[src/lemsc_pkg.sv]
// constants for the loop to e&m signaling converter
package lemsc_pkg;
   localparam int unsigned CLK_HZ = 250_000_000;
   // m lead ringing modulation, half period of 20 hz
   localparam int unsigned RING_MOD_HZ = 20;
   localparam int unsigned RING_HALF_CYC = CLK_HZ / (2 * RING_MOD_HZ);
   // wink length in milliseconds
   localparam int unsigned WINK_MS = 150;
   localparam int unsigned WINK_CYC = (CLK_HZ / 1000) * WINK_MS;
   // traffic monitor release delay, above longest dial break (ms)
   localparam int unsigned MON_HOLD_MS = 300;
   localparam int unsigned MON_HOLD_CYC = (CLK_HZ / 1000) * MON_HOLD_MS;
   // pulse corrector: output break fraction in per mille
   localparam int unsigned PC_BREAK_PM = 580;
   localparam int unsigned PC_14PPS_BREAK_PM = 570;
   // dial period boundary: above 1/13 s counts as 8-12 pps
   localparam int unsigned PC_SLOW_MS = 77;
   localparam int unsigned PC_SLOW_CYC = (CLK_HZ / 1000) * PC_SLOW_MS;
   // longest dial period accepted (8 pps = 125 ms), with margin
   localparam int unsigned PC_MAX_MS = 130;
   localparam int unsigned PC_MAX_CYC = (CLK_HZ / 1000) * PC_MAX_MS;
   // default period before any pulse measured (10 pps)
   localparam int unsigned PC_DEF_MS = 100;
   localparam int unsigned PC_DEF_CYC = (CLK_HZ / 1000) * PC_DEF_MS;
   localparam int unsigned CNT_W = 27;
   typedef logic [CNT_W-1:0] lemsc_cnt_t;
   // m lead level encoding on the output
   localparam logic M_GND = 1'b0;
   localparam logic M_BATT = 1'b1;
   typedef enum logic [2:0] {
      GS_IDLE,
      GS_SEIZED,
      GS_ACTIVE,
      GS_RINGING,
      GS_FWD_DISC
   } lemsc_gs_e;
endpackage

[src/lemsc_top.sv]
// loop to e&m signaling converter, supervisory state logic
`timescale 1ns/1ps
// Operation
// - loop start: e open is idle, e ground is seizure, m at battery except ground during ringing with e open.
// - ground start: m at ground when idle or released, battery once tip is grounded, through dialing and answer.
// - ground start ringing in tone mode toggles m between ground and battery at 20 hz.
// - on forward disconnect the facility holds e after the far end opens tip, while m returns to ground.
// - in dc mode transient suppression is applied while the monitor holds and the loop is open, idle termination while the monitor is released.
// - with wink selected in ground start dc mode a brief m wink precedes ringing.
// - pulse correction regenerates 8 to 12 pps dial pulses to a 58 percent break.
// - pulse correction regenerates 14 pps dial pulses to a 57 percent break.
// - without correction dial pulses pass with under 5 percent added break distortion.
// - traffic monitor is asserted while e is grounded and holds through dial breaks.
// - inverted polarity in dc mode swaps the m lead potentials.
module lemsc_top
   import lemsc_pkg::*;
(
   // clock and reset
   input  wire logic sys_clk,
   input  wire logic arst_n,
   // configuration
   input  wire logic ground_start_select,
   input  wire logic dc_mode_select,
   input  wire logic m_polarity_normal,
   input  wire logic wink_enable,
   input  wire logic pulse_correct_enable,
   // facility side
   input  wire logic e_lead_gnd,
   output logic      m_lead_batt,
   // switching side
   input  wire logic ringing_detect,
   input  wire logic tip_gnd_detect,
   output logic      loop_closed,
   // dc facility helpers and monitor
   output logic      transient_suppress,
   output logic      idle_terminate,
   output logic      traffic_monitor_out
);

   //------------------------------------------------------------
   // mode decode
   //------------------------------------------------------------
   wire loop_start_select = ~ground_start_select;
   wire invert_m = dc_mode_select & ~m_polarity_normal;
   wire wink_ok  = wink_enable & dc_mode_select & ground_start_select;

   //------------------------------------------------------------
   // 20 hz modulation enable
   //------------------------------------------------------------
   lemsc_cnt_t mod_cnt_q;
   logic       mod_ph_q;
   wire        mod_tick = (mod_cnt_q == lemsc_cnt_t'(RING_HALF_CYC - 1));
   always_ff @(posedge sys_clk or negedge arst_n) begin
      if (!arst_n) begin
         mod_cnt_q <= '0;
         mod_ph_q  <= 1'b0;
      end else if (mod_tick) begin
         mod_cnt_q <= '0;
         mod_ph_q  <= ~mod_ph_q;
      end else begin
         mod_cnt_q <= mod_cnt_q + lemsc_cnt_t'(1);
      end
   end

   //------------------------------------------------------------
   // ground start state machine
   //------------------------------------------------------------
   lemsc_gs_e gs_q;
   lemsc_gs_e gs_d;
   always_comb begin
      gs_d = gs_q;
      unique case (gs_q)
         GS_IDLE: begin
            if (tip_gnd_detect)
               gs_d = ringing_detect ? GS_RINGING : GS_ACTIVE;
            else if (e_lead_gnd)
               gs_d = GS_SEIZED;
         end
         GS_SEIZED: begin
            if (tip_gnd_detect)
               gs_d = GS_ACTIVE;
            else if (!e_lead_gnd)
               gs_d = GS_IDLE;
         end
         GS_ACTIVE: begin
            if (!tip_gnd_detect)
               gs_d = e_lead_gnd ? GS_FWD_DISC : GS_IDLE;
            else if (ringing_detect && !e_lead_gnd)
               gs_d = GS_RINGING;
         end
         GS_RINGING: begin
            if (!tip_gnd_detect)
               gs_d = GS_IDLE;
            else if (!ringing_detect)
               gs_d = GS_ACTIVE;
         end
         GS_FWD_DISC: begin
            if (!e_lead_gnd)
               gs_d = GS_IDLE;
            else if (tip_gnd_detect)
               gs_d = GS_ACTIVE;
         end
      endcase
   end
   always_ff @(posedge sys_clk or negedge arst_n) begin
      if (!arst_n)
         gs_q <= GS_IDLE;
      else if (loop_start_select)
         gs_q <= GS_IDLE;
      else
         gs_q <= gs_d;
   end

   //------------------------------------------------------------
   // wink before ringing
   //------------------------------------------------------------
   lemsc_cnt_t wink_cnt_q;
   logic       ring_prev_q;
   wire        ring_start = (gs_q == GS_RINGING) & ~ring_prev_q;
   wire        winking    = (wink_cnt_q != '0);
   always_ff @(posedge sys_clk or negedge arst_n) begin
      if (!arst_n) begin
         wink_cnt_q  <= '0;
         ring_prev_q <= 1'b0;
      end else begin
         ring_prev_q <= (gs_q == GS_RINGING);
         if (ring_start && wink_ok)
            wink_cnt_q <= lemsc_cnt_t'(WINK_CYC);
         else if (winking)
            wink_cnt_q <= wink_cnt_q - lemsc_cnt_t'(1);
      end
   end

   //------------------------------------------------------------
   // m lead level before polarity
   //------------------------------------------------------------
   logic m_m_polarity_normal;
   always_comb begin
      if (loop_start_select) begin
         m_m_polarity_normal = (ringing_detect && !e_lead_gnd) ? M_GND : M_BATT;
      end else begin
         unique case (gs_q)
            GS_IDLE, GS_SEIZED: m_m_polarity_normal = M_GND;
            // m back to ground on disconnect
            GS_FWD_DISC:        m_m_polarity_normal = M_GND;
            GS_RINGING: begin
               if (!dc_mode_select)
                  m_m_polarity_normal = mod_ph_q ? M_BATT : M_GND;
               else if (winking)
                  m_m_polarity_normal = M_GND;
               else
                  m_m_polarity_normal = M_BATT;
            end
            default:            m_m_polarity_normal = M_BATT;
         endcase
      end
   end

   wire m_next = m_m_polarity_normal ^ invert_m;

   //------------------------------------------------------------
   // dial pulse path and pulse correction
   //------------------------------------------------------------
   lemsc_cnt_t per_q;
   lemsc_cnt_t per_cnt_q;
   lemsc_cnt_t brk_cnt_q;
   logic       e_prev_q;
   logic       pc_brk_q;
   wire        e_fall = e_prev_q & ~e_lead_gnd;
   wire        slow   = (per_q > lemsc_cnt_t'(PC_SLOW_CYC));
   wire [35:0] brk_prod = {9'h000, per_q} *
                          36'(slow ? PC_BREAK_PM : PC_14PPS_BREAK_PM);
   wire lemsc_cnt_t brk_len = lemsc_cnt_t'(brk_prod / 36'd1000);
   always_ff @(posedge sys_clk or negedge arst_n) begin
      if (!arst_n) begin
         e_prev_q  <= 1'b0;
         per_q     <= lemsc_cnt_t'(PC_DEF_CYC);
         per_cnt_q <= '0;
         brk_cnt_q <= '0;
         pc_brk_q  <= 1'b0;
      end else begin
         e_prev_q <= e_lead_gnd;
         // measure break-to-break period
         if (e_fall) begin
            per_cnt_q <= '0;
            if (per_cnt_q < lemsc_cnt_t'(PC_MAX_CYC))
               per_q <= per_cnt_q;
         end else if (per_cnt_q != lemsc_cnt_t'(PC_MAX_CYC)) begin
            per_cnt_q <= per_cnt_q + lemsc_cnt_t'(1);
         end
         if (e_fall && !pc_brk_q) begin
            pc_brk_q  <= 1'b1;
            brk_cnt_q <= brk_len;
         end else if (pc_brk_q) begin
            if (brk_cnt_q <= lemsc_cnt_t'(1) && e_lead_gnd)
               pc_brk_q <= 1'b0;
            else if (brk_cnt_q != '0)
               brk_cnt_q <= brk_cnt_q - lemsc_cnt_t'(1);
         end
      end
   end

   // direct path, one cycle of skew
   wire loop_next = pulse_correct_enable ? ~pc_brk_q & e_lead_gnd
                                         : e_lead_gnd;

   //------------------------------------------------------------
   // traffic monitor hold
   //------------------------------------------------------------
   lemsc_cnt_t mon_cnt_q;
   logic       mon_q;
   always_ff @(posedge sys_clk or negedge arst_n) begin
      if (!arst_n) begin
         mon_cnt_q <= '0;
         mon_q     <= 1'b0;
      end else if (e_lead_gnd) begin
         mon_q     <= 1'b1;
         mon_cnt_q <= lemsc_cnt_t'(MON_HOLD_CYC);
      end else if (mon_cnt_q != '0) begin
         mon_cnt_q <= mon_cnt_q - lemsc_cnt_t'(1);
         if (mon_cnt_q == lemsc_cnt_t'(1))
            mon_q <= 1'b0;
      end
   end

   //------------------------------------------------------------
   // output registers
   //------------------------------------------------------------
   always_ff @(posedge sys_clk or negedge arst_n) begin
      if (!arst_n) begin
         m_lead_batt        <= M_BATT;
         loop_closed        <= 1'b0;
         transient_suppress <= 1'b0;
         idle_terminate     <= 1'b0;
      end else begin
         m_lead_batt        <= m_next;
         loop_closed        <= loop_next;
         transient_suppress <= dc_mode_select & mon_q & ~loop_next;
         idle_terminate     <= dc_mode_select & ~mon_q;
      end
   end
   assign traffic_monitor_out = mon_q;

   //------------------------------------------------------------
   // checks
   //------------------------------------------------------------
   AST_LS_IDLE_BATT: assert property (
      @(posedge sys_clk) disable iff (!arst_n)
      (loop_start_select && !ringing_detect && !invert_m)
         |=> m_lead_batt == M_BATT)
      else $error("loop start idle m not battery");
   AST_GS_IDLE_GND: assert property (
      @(posedge sys_clk) disable iff (!arst_n)
      (ground_start_select && gs_q == GS_IDLE && !invert_m)
         |=> m_lead_batt == M_GND)
      else $error("ground start idle m not ground");
   AST_RING_TOGGLE: assert property (
      @(posedge sys_clk) disable iff (!arst_n)
      (gs_q == GS_RINGING && !dc_mode_select)
         |=> m_lead_batt == $past(mod_ph_q))
      else $error("ringing modulation wrong");
   AST_FWD_DISC_GND: assert property (
      @(posedge sys_clk) disable iff (!arst_n)
      (gs_q == GS_FWD_DISC && !invert_m) |=> m_lead_batt == M_GND)
      else $error("forward disconnect m not ground");
   AST_DC_TERM: assert property (
      @(posedge sys_clk) disable iff (!arst_n)
      (dc_mode_select && !mon_q) |=> idle_terminate)
      else $error("idle termination missing");
   AST_WINK: assert property (
      @(posedge sys_clk) disable iff (!arst_n)
      (ring_start && wink_ok) |=> winking [*2])
      else $error("wink not issued");
   AST_PC_BREAK: assert property (
      @(posedge sys_clk) disable iff (!arst_n)
      (e_fall && !pc_brk_q) |=> pc_brk_q && brk_cnt_q == $past(brk_len))
      else $error("corrected break not started");
   AST_DIRECT: assert property (
      @(posedge sys_clk) disable iff (!arst_n)
      !pulse_correct_enable |=> loop_closed == $past(e_lead_gnd))
      else $error("direct dial path skewed");
   AST_MON_HOLD: assert property (
      @(posedge sys_clk) disable iff (!arst_n)
      $fell(e_lead_gnd) |-> traffic_monitor_out [*8])
      else $error("monitor followed dial break");
   AST_INVERT: assert property (
      @(posedge sys_clk) disable iff (!arst_n)
      (invert_m && loop_start_select && !ringing_detect)
         |=> m_lead_batt == M_GND)
      else $error("m polarity swap wrong");
   AST_INVERT_GS: assert property (
      @(posedge sys_clk) disable iff (!arst_n)
      (invert_m && ground_start_select && gs_q == GS_IDLE)
         |=> m_lead_batt == M_BATT)
      else $error("inverted ground start idle not battery");

endmodule

[config.mk]
export PLATFORM = sky130hd
export DESIGN_NAME = lemsc_top
export DESIGN_NICKNAME = d
export VERILOG_FILES = /design/src/lemsc_pkg.sv /design/src/lemsc_top.sv
export SDC_FILE = /design/constraint.sdc
export NUM_CORES = 1
export LEC_CHECK = 0
export ABC_AREA = 0
export BUFFER_PORTS_ARGS = -buffer_cell sky130_fd_sc_hd__buf_2
export CORE_ASPECT_RATIO = 0.6
export CORE_UTILIZATION = 35
export DETAILED_ROUTE_END_ITERATION = 7
export HOLD_SLACK_MARGIN = 0.08
export PLACE_DENSITY = 0.47
export SETUP_SLACK_MARGIN = 0.2
export SLEW_MARGIN = 40
export SYNTH_ARGS = -nofsm -noshare
export SYNTH_HDL_FRONTEND = slang
export SYNTH_SLANG_ARGS = --single-unit
export TNS_END_PERCENT = 30
[constraint.sdc]
create_clock -name sys_clk -period 30 [get_ports sys_clk]
set_input_delay 3 -clock sys_clk [delete_from_list [all_inputs] [get_ports sys_clk]]
set_output_delay 3 -clock sys_clk [all_outputs]
set_load 0.01 [all_outputs]
* Word-level counts from Yosys, hierarchy flattened
Index checks and enable logic that the tools add are counted.
** Storage, ports and cells
- ROM bits :: 0
- Memory bits (writable) :: 0
- Input bits :: 10
- Word-level logic and storage cells :: 116
- Bits in registers :: 174
- Memories :: 0
- Bits in latches :: 0
** Operators by class
- Muxes and demuxes :: 39
- Bitwise gates (word level) :: 17
- Divide/modulo/power cells :: 1
- Shift-type cells :: 0
- Multiply operators :: 1
- Order comparisons :: 3
- Reduce and logical (&&, ||, !) cells :: 21
- Eq/ne operators :: 13
- $add $sub $neg :: 5
** Operators by type and width (number)
- 27-bit two-way mux :: 11
- 27-bit nonzero test :: 3
- 27-bit by 1-bit subtractor with 27-bit output, second input constant :: 3
- 27-bit by 1-bit adder with 27-bit output, second input constant :: 2
- 36-bit by 10-bit divider with 36-bit output, second input constant :: 1
- 27-bit by 10-bit multiplier with 36-bit output :: 1
- 3-bit two-way mux :: 12
- 27-bit by 1-bit == test with 1-bit output, second input constant :: 1
- 27-bit by 23-bit == test with 1-bit output, second input constant :: 1
- 27-bit by 25-bit > comparator with 1-bit output, second input constant :: 1
- 27-bit by 1-bit <= comparator with 1-bit output, second input constant :: 1
- 27-bit by 25-bit < comparator with 1-bit output, second input constant :: 1
- 27-bit by 25-bit != test with 1-bit output, second input constant :: 1
- 4-bit != test, second input constant :: 5
- 3-bit one-hot mux with 5 select lines :: 1
- 1-bit two-way mux :: 13
- 2-bit nonzero test :: 6
- 1-bit bitwise AND :: 9
- 7-bit two-way mux :: 1
- 1-bit NOT :: 7
- 3-bit by 2-bit == test with 1-bit output, second input constant :: 2
- 5-bit AND reduction :: 1
- 1-bit logical AND :: 4
- 2-bit AND reduction :: 2
- other kinds (9) :: 10

* Logic depth before layout (Yosys ltp)
Gate-level depths: netlist of the first run.
- Word-level depth :: 6
- Mapped depth :: 101

* Worst setup path before layout of the first run
No wires, ideal clock.
- Path type :: flip-flop to flip-flop
- Start point :: register per_q[23]
- End point :: register brk_cnt_q[1]
- Arrival time :: 22.097 ns
- Stages on the path, launching flop included :: 92
- Required time :: 29.936 ns
- Path slack :: 7.839 ns
- Cell sequence :: dfrtp_1 -> nor4_1 -> nand4_1 -> or3_1 -> o31ai_1 -> clkbuf_1 -> nand2_1 -> inv_1 -> ha_1 -> fa_1 -> fa_1 -> inv_1 -> fa_1 -> inv_1 -> ha_1 -> ha_1 -> buf_2 -> and2_1 -> (+56 left out) -> or2_1 -> buf_4 -> a211oi_4 -> mux2_2 -> a221oi_1 -> and2_1 -> clkbuf_1 -> o31ai_1 -> a211o_1 -> a31oi_2 -> o21ai_2 -> a211o_1 -> and2_1 -> buf_6 -> o311ai_1 -> nand3b_1 -> a311oi_1 -> a21o_1
** Between the ends
- Longest elaborated chain between the ends :: 5
** Ends and longest elaborated chain
- start, declared :: RTL line lemsc_top.sv:164 : lemsc_cnt_t per_q;
- start signal, assigned :: RTL line lemsc_top.sv:177 : per_q <= lemsc_cnt_t'(PC_DEF_CYC);
- start signal, assigned :: RTL line lemsc_top.sv:187 : per_q <= per_cnt_q;
- 27-bit by 25-bit > comparator with 1-bit output :: RTL line lemsc_top.sv:170 : wire slow = (per_q > lemsc_cnt_t'(PC_SLOW_CYC));
- 7-bit two-way mux :: RTL line lemsc_top.sv:172 : 36'(slow ? PC_BREAK_PM : PC_14PPS_BREAK_PM);
- 27-bit by 10-bit multiplier with 36-bit output (*) :: RTL line lemsc_top.sv:171 : wire [35:0] brk_prod = {9'h000, per_q} *
- 36-bit by 10-bit divider with 36-bit output (*) :: RTL line lemsc_top.sv:173 : wire lemsc_cnt_t brk_len = lemsc_cnt_t'(brk_prod / 36'd1000);
- 27-bit two-way mux (*) :: RTL line lemsc_top.sv:191 : if (e_fall && !pc_brk_q) begin
- end signal, assigned :: RTL line lemsc_top.sv:193 : brk_cnt_q <= brk_len;
- end signal, assigned :: RTL line lemsc_top.sv:198 : brk_cnt_q <= brk_cnt_q - lemsc_cnt_t'(1);
- end, declared :: RTL line lemsc_top.sv:166 : lemsc_cnt_t brk_cnt_q;
Every way passes the cells marked *; elsewhere a longest branch is shown, timed or not.
A chain may end at the register's enable or synchronous reset.

* Worst setup path after layout of the first run
Ends and elaborated chain as after synthesis.

==> results of run 1 <==
[state kept, by name (all words and copies together) (netlist names)]
signal	flops
brk_cnt_q	27
mod_cnt_q	27
mon_cnt_q	27
per_cnt_q	27
per_q	27
wink_cnt_q	27
gs_q	3
e_prev_q	1
idle_terminate	1
loop_closed	1
m_lead_batt	1
mod_ph_q	1
pc_brk_q	1
ring_prev_q	1
traffic_monitor_out	1
transient_suppress	1
[worst register-to-register path: cells and delay by family, from the launching register on]
family,cells,cell delay [ns]
adders and majority gates,6,2.47
xor gates and xnor gates,2,1.06
buffers and inverters,5,0.39
DFF,1,0.44
and+or+nand+nor,26,7.52
AOI/OAI and AO/OA,41,14.00
muxes,3,1.05
[final timing paths]
| path | start | to | slack [ns] | depth (start not counted) |
|---|---|---|---|---|
| setup reg to reg | per_q[23] | brk_cnt_q[1] | 3.00 | 83 |
| hold / removal | mod_cnt_q[26] | mod_cnt_q[26] | 0.49 | 1 |
| hold reg to reg | mod_cnt_q[26] | mod_cnt_q[26] | 0.49 | 1 |
| setup / recovery | per_q[23] | brk_cnt_q[1] | 3.00 | 83 |
| max in group asynchronous | arst_n | per_q[2] | 26.30 | 2 |
| min in group asynchronous | arst_n | loop_closed | 2.51 | 1 |
[layer usage]
metal,vias to the layer above,share of wire,GRT usage
li1,10200,-,-
met3,29,0.071,0.0430
met5,-,0,0
met1,10100,0.56,0.344
met4,0,0.0068,0.0309
met2,676,0.37,0.260
[kinds of logic after synthesis]
kind of cell	share of synthesized area
AOI/OAI and AO/OA	0.256
xor gates and xnor gates	0.0649
adders and majority gates	0.153
buffers and inverters	0.0536
DFF	0.194
muxes	0.0286
other	0.000334
and+or+nand+nor	0.250
[metrics by stage]
stage | utilization | worst slack, ns | hold slack, ns | cells | area [sq um]
6_report | 0.379 | 3.00 | 0.485 | 3581 | 23900
3_3_place_gp | 0.367 | 3.09 | 0.469 | 3549 | 23200
3_5_place_dp | 0.368 | 3.33 | 0.470 | 3549 | 23200
2_1_floorplan | - | 7.84 | 0.436 | 2811 | 22500
5_1_grt | 0.379 | 1.11 | 0.511 | 3581 | 23900
4_1_cts | 0.377 | 3.15 | 0.485 | 3581 | 23800
[cell usage after synthesis, types with 33 or more instances]
cell      count
nand4_1      37
nand2_1     292
inv_1       151
o21ai_0     109
nor3_1       90
xor2_1       71
clkbuf_1     72
xnor2_1      92
dfrtp_1     161
o211ai_1     38
nor4_1       33
ha_1        156
o21ai_1      39
nand3_1     109
nor2_1      258
and3_1       55
fa_1         74
a21oi_1     147
and2_1       46
[area by class of cell]
cell class	count	area (sq um)	share of cell area
Multi-Input combinational cell	2356	17100	0.716
Sequential cell	174	4370	0.183
Tap cell	839	1050	0.0440
Inverter	152	571	0.0239
Clock buffer	18	439	0.0184
Timing Repair Buffer	28	199	0.00833
Clock inverter	14	143	0.00597
==> impl_metrics.env, run 1 <==
export IMPL_outcome="complete, no violations"
export IMPL_rows=71
export IMPL_async_flop_share=1.00
export IMPL_crit_family="compound AO/OA/AOI/OAI gates"
export IMPL_final_common_cell="nand2_1"
export IMPL_report_final_slew_viol_count=0
export IMPL_cp_common_cell="inv_1"
export IMPL_rsz0062_at_grt="false"
export IMPL_synth_flop_cell="dfrtp_1"
export IMPL_grt_total_usage=0.206
export IMPL_synth_cells=2805
export IMPL_core_area_sq_um=63100
export IMPL_firstDrtPassIters=7
export IMPL_synth_seq_cells=174
export IMPL_yosysTopAreaCellShare=0.179
export IMPL_final_setup_viol_count=0
export IMPL_worst_path_max_fanout=25
export IMPL_drtIter0Drc=1945
export IMPL_syn_to_final_growth_pct=6.07
export IMPL_synth_seq_area_share=0.194
export IMPL_slew_headroom=0.410
export IMPL_synth_distinct_cells=139
export IMPL_endpoint_kind="flip-flop"
export IMPL_yosys_warnings=0
export IMPL_chipWidth_um=329
export IMPL_vias=21000
export IMPL_dp_hpwl_um=53500
export IMPL_synth_area_sq_um=22500
export IMPL_grt_max_degree=98
export IMPL_start_util=0.357
export IMPL_critical_path_class="reg2reg"
export IMPL_post_cts_setup_buffer_count=0
export IMPL_clock_latency_ns=0.46
export IMPL_fillers=6505
export IMPL_vias_per_cell=5.88
export IMPL_synth_top_area_cell="dfrtp_1"
export IMPL_synth_edff_count=0
export IMPL_place_gp_congestion=0.932
export IMPL_final_cell_mix="292 x nand2_1, 257 x nor2_1, 161 x dfrtp_1"
export IMPL_antenna_found_initial=0
export IMPL_cts_tree="built"
export IMPL_min_period_ns=27.00
export IMPL_drive_gt1_frac=0.0926
export IMPL_worstMarginPinSlew_ns=0.882
export IMPL_hold_viol_final=0
export IMPL_slowest_stage="nor3_1"
export IMPL_diodes=0
export IMPL_avgRoutedWirePerCell_um=18.8
export IMPL_avgSynthCellArea_sq_um=8.03
export IMPL_grt_pass1_wl_um=108000
export IMPL_clock_path_buffers=2
export IMPL_io_buffer_count=14
export IMPL_cts_resized=0
export IMPL_grt_overflow=0
export IMPL_numCtsBuffers=17
export IMPL_fmax_ghz=0.0370
export IMPL_grt_pass1_vias=19100
export IMPL_cts_root_buf="clkbuf_16"
export IMPL_critPathRequiredTime_ns=30.39
export IMPL_finalSetupTns_ns=0
export IMPL_min_period_over_period=0.900
export IMPL_ys_top_cells_by_area="dfrtp_1 18%, ha_1 8.7%, fa_1 6.6%"
export IMPL_clk_pin_slew_ns=0.08
export IMPL_cp_slowest_stage_delay_ns=0.66
export IMPL_final_setup_skew_ns=0.0240
export IMPL_htree_levels=4
export IMPL_dieHeight_um=198
export IMPL_maxCapViolations=0
export IMPL_cts_sinks=174
export IMPL_worst_setup_path_start_kind="flip-flop"
export IMPL_cp_arrival_ns=27.40
export IMPL_ant_nets=0
export IMPL_layout_nets=2969
export IMPL_min_path_type="reg2reg"
export IMPL_drc_errors=0
export IMPL_postCtsHoldBufs=0
export IMPL_dieArea_sq_um=65400
export IMPL_io_pins=15
export IMPL_cp_num_buf_inv=5
export IMPL_routed_wl_um=67300
Power of run 1 is left out: the tool's default activity adds up to more than one toggle a clock period on the data nets, which glitch-free logic cannot reach.
==> run 2: changes to the inputs <==
--- a/config.mk
+++ b/config.mk
@@ -8,10 +8,10 @@
 export ABC_AREA = 0
 export BUFFER_PORTS_ARGS = -buffer_cell sky130_fd_sc_hd__buf_2
 export CORE_ASPECT_RATIO = 0.6
-export CORE_UTILIZATION = 35
+export CORE_UTILIZATION = 50
 export DETAILED_ROUTE_END_ITERATION = 7
 export HOLD_SLACK_MARGIN = 0.08
-export PLACE_DENSITY = 0.47
+export PLACE_DENSITY = 0.63
 export SETUP_SLACK_MARGIN = 0.2
 export SLEW_MARGIN = 40
 export SYNTH_ARGS = -nofsm -noshare
==> impl_metrics.env, run 2 (synthesized netlist as in run 1, its figures left out) <==
export IMPL_report_final_slew_viol_count=0
export IMPL_endpoint_kind="flip-flop"
export IMPL_worstMarginPinSlew_ns=0.823
export IMPL_cts_resized=0
export IMPL_vias=21400
export IMPL_avgRoutedWirePerCell_um=18.4
export IMPL_clock_latency_ns=0.45
export IMPL_ant_nets=0
export IMPL_worstRegToRegCells=80
export IMPL_start_util=0.513
export IMPL_finalSetupTns_ns=0
export IMPL_worst_path_max_fanout=25
export IMPL_hold_viol_final=0
export IMPL_fmax_ghz=0.0373
export IMPL_syn_to_final_growth_pct=4.71
export IMPL_dp_hpwl_um=48200
export IMPL_cts_root_buf="clkbuf_16"
export IMPL_min_period_ns=26.82
export IMPL_slew_headroom=0.447
export IMPL_cts_tree="built"
export IMPL_min_path_type="reg2reg"
export IMPL_critical_path_class="reg2reg"
export IMPL_cp_slowest_stage_delay_ns=0.67
export IMPL_grt_total_usage=0.266
export IMPL_chipWidth_um=276
export IMPL_grt_max_degree=68
export IMPL_fillers=4053
export IMPL_final_cell_mix="292 x nand2_1, 256 x nor2_1, 161 x dfrtp_1"
export IMPL_slowest_stage="o311ai_1"
export IMPL_drc_errors=0
export IMPL_io_buffer_count=14
export IMPL_layout_nets=2971
export IMPL_vias_per_cell=6.45
export IMPL_dieArea_sq_um=45900
export IMPL_cts_sinks=174
export IMPL_firstDrtPassIters=6
export IMPL_grt_pass1_vias=19300
export IMPL_hold_depth=1
export IMPL_rsz0062_at_grt="false"
export IMPL_critPathRequiredTime_ns=30.40
export IMPL_io_pins=15
export IMPL_multi_input_area_sq_um=17100
export IMPL_core_area_sq_um=43800
export IMPL_final_setup_viol_count=0
export IMPL_place_gp_congestion=1.00
export IMPL_drtIter0Drc=2695
export IMPL_antenna_found_initial=0
export IMPL_clock_path_buffers=2
export IMPL_numCtsBuffers=17
export IMPL_htree_levels=4
export IMPL_final_common_cell="nand2_1"
export IMPL_maxCapViolations=0
export IMPL_dieHeight_um=166
export IMPL_routed_wl_um=61100
export IMPL_final_setup_skew_ns=0.0142
export IMPL_clk_pin_slew_ns=0.09
export IMPL_outcome="complete, no violations"
export IMPL_rows=59
export IMPL_cp_common_cell="nand2_1"
export IMPL_worst_setup_path_start_kind="flip-flop"
export IMPL_diodes=0
export IMPL_drive_gt1_frac=0.0918
export IMPL_cp_arrival_ns=27.22
export IMPL_ff_latch_area_sq_um=4370
export IMPL_min_period_over_period=0.894
export IMPL_postCtsHoldBufs=0
export IMPL_grt_overflow=0
export IMPL_grt_pass1_wl_um=101000
export IMPL_post_cts_setup_buffer_count=0
## run 2: cell type report
cell class	instances	share of cell area
sequential	174	0.185
clock buffer	17	0.0180
timing repair buffer	30	0.00828
inverter	152	0.0242
multi-input combinational	2356	0.724
clock inverter	15	0.00913
tap	579	0.0307
## run 2: metrics by stage
stage                     utilization  setup slack (ns)  cell area [sq um]  hold WS [ns]  cells
after floorplan                     -              7.84              22500         0.436   2811
after global placement          0.520              3.52              22800         0.469   3289
after detailed placement        0.522              3.45              22900         0.474   3290
after CTS                       0.536              3.31              23500         0.491   3322
after global routing            0.538              1.70              23600         0.494   3323
final                           0.538              3.18              23600         0.485   3323
## run 2: path summary, 6_finish.rpt
| check | endpoint | slack (ns) | startpoint |
|---|---|---|---|
| worst max register to register | brk_cnt_q[1] | 3.18 | per_q[23] |
| min in group asynchronous | mon_cnt_q[8] | 2.53 | arst_n |
| max in group asynchronous | mod_cnt_q[16] | 25.81 | arst_n |
| worst min register to register | mod_cnt_q[26] | 0.49 | mod_cnt_q[26] |
| worst max-delay path | brk_cnt_q[1] | 3.18 | per_q[23] |
| worst min-delay path | mod_cnt_q[26] | 0.49 | mod_cnt_q[26] |
## run 2: critical path: cells and delay by family (launching register included)
family	cells	cell delay, ns
AO/OA/AOI/OAI	32	10.35
AND/OR/NAND/NOR	31	9.31
multiplexers	7	3.02
adder cells (fa/ha/maj)	6	2.51
XOR/XNOR	2	0.96
flip-flops	1	0.46
buffers and inverters	2	0.11
## run 2: per-layer routing
metal | track usage | share of wire
met5 | 0 | 0
met4 | 0.0346 | 0.0061
met3 | 0.0523 | 0.084
met2 | 0.335 | 0.37
met1 | 0.453 | 0.54
Power of run 2 is left out for the same reason.
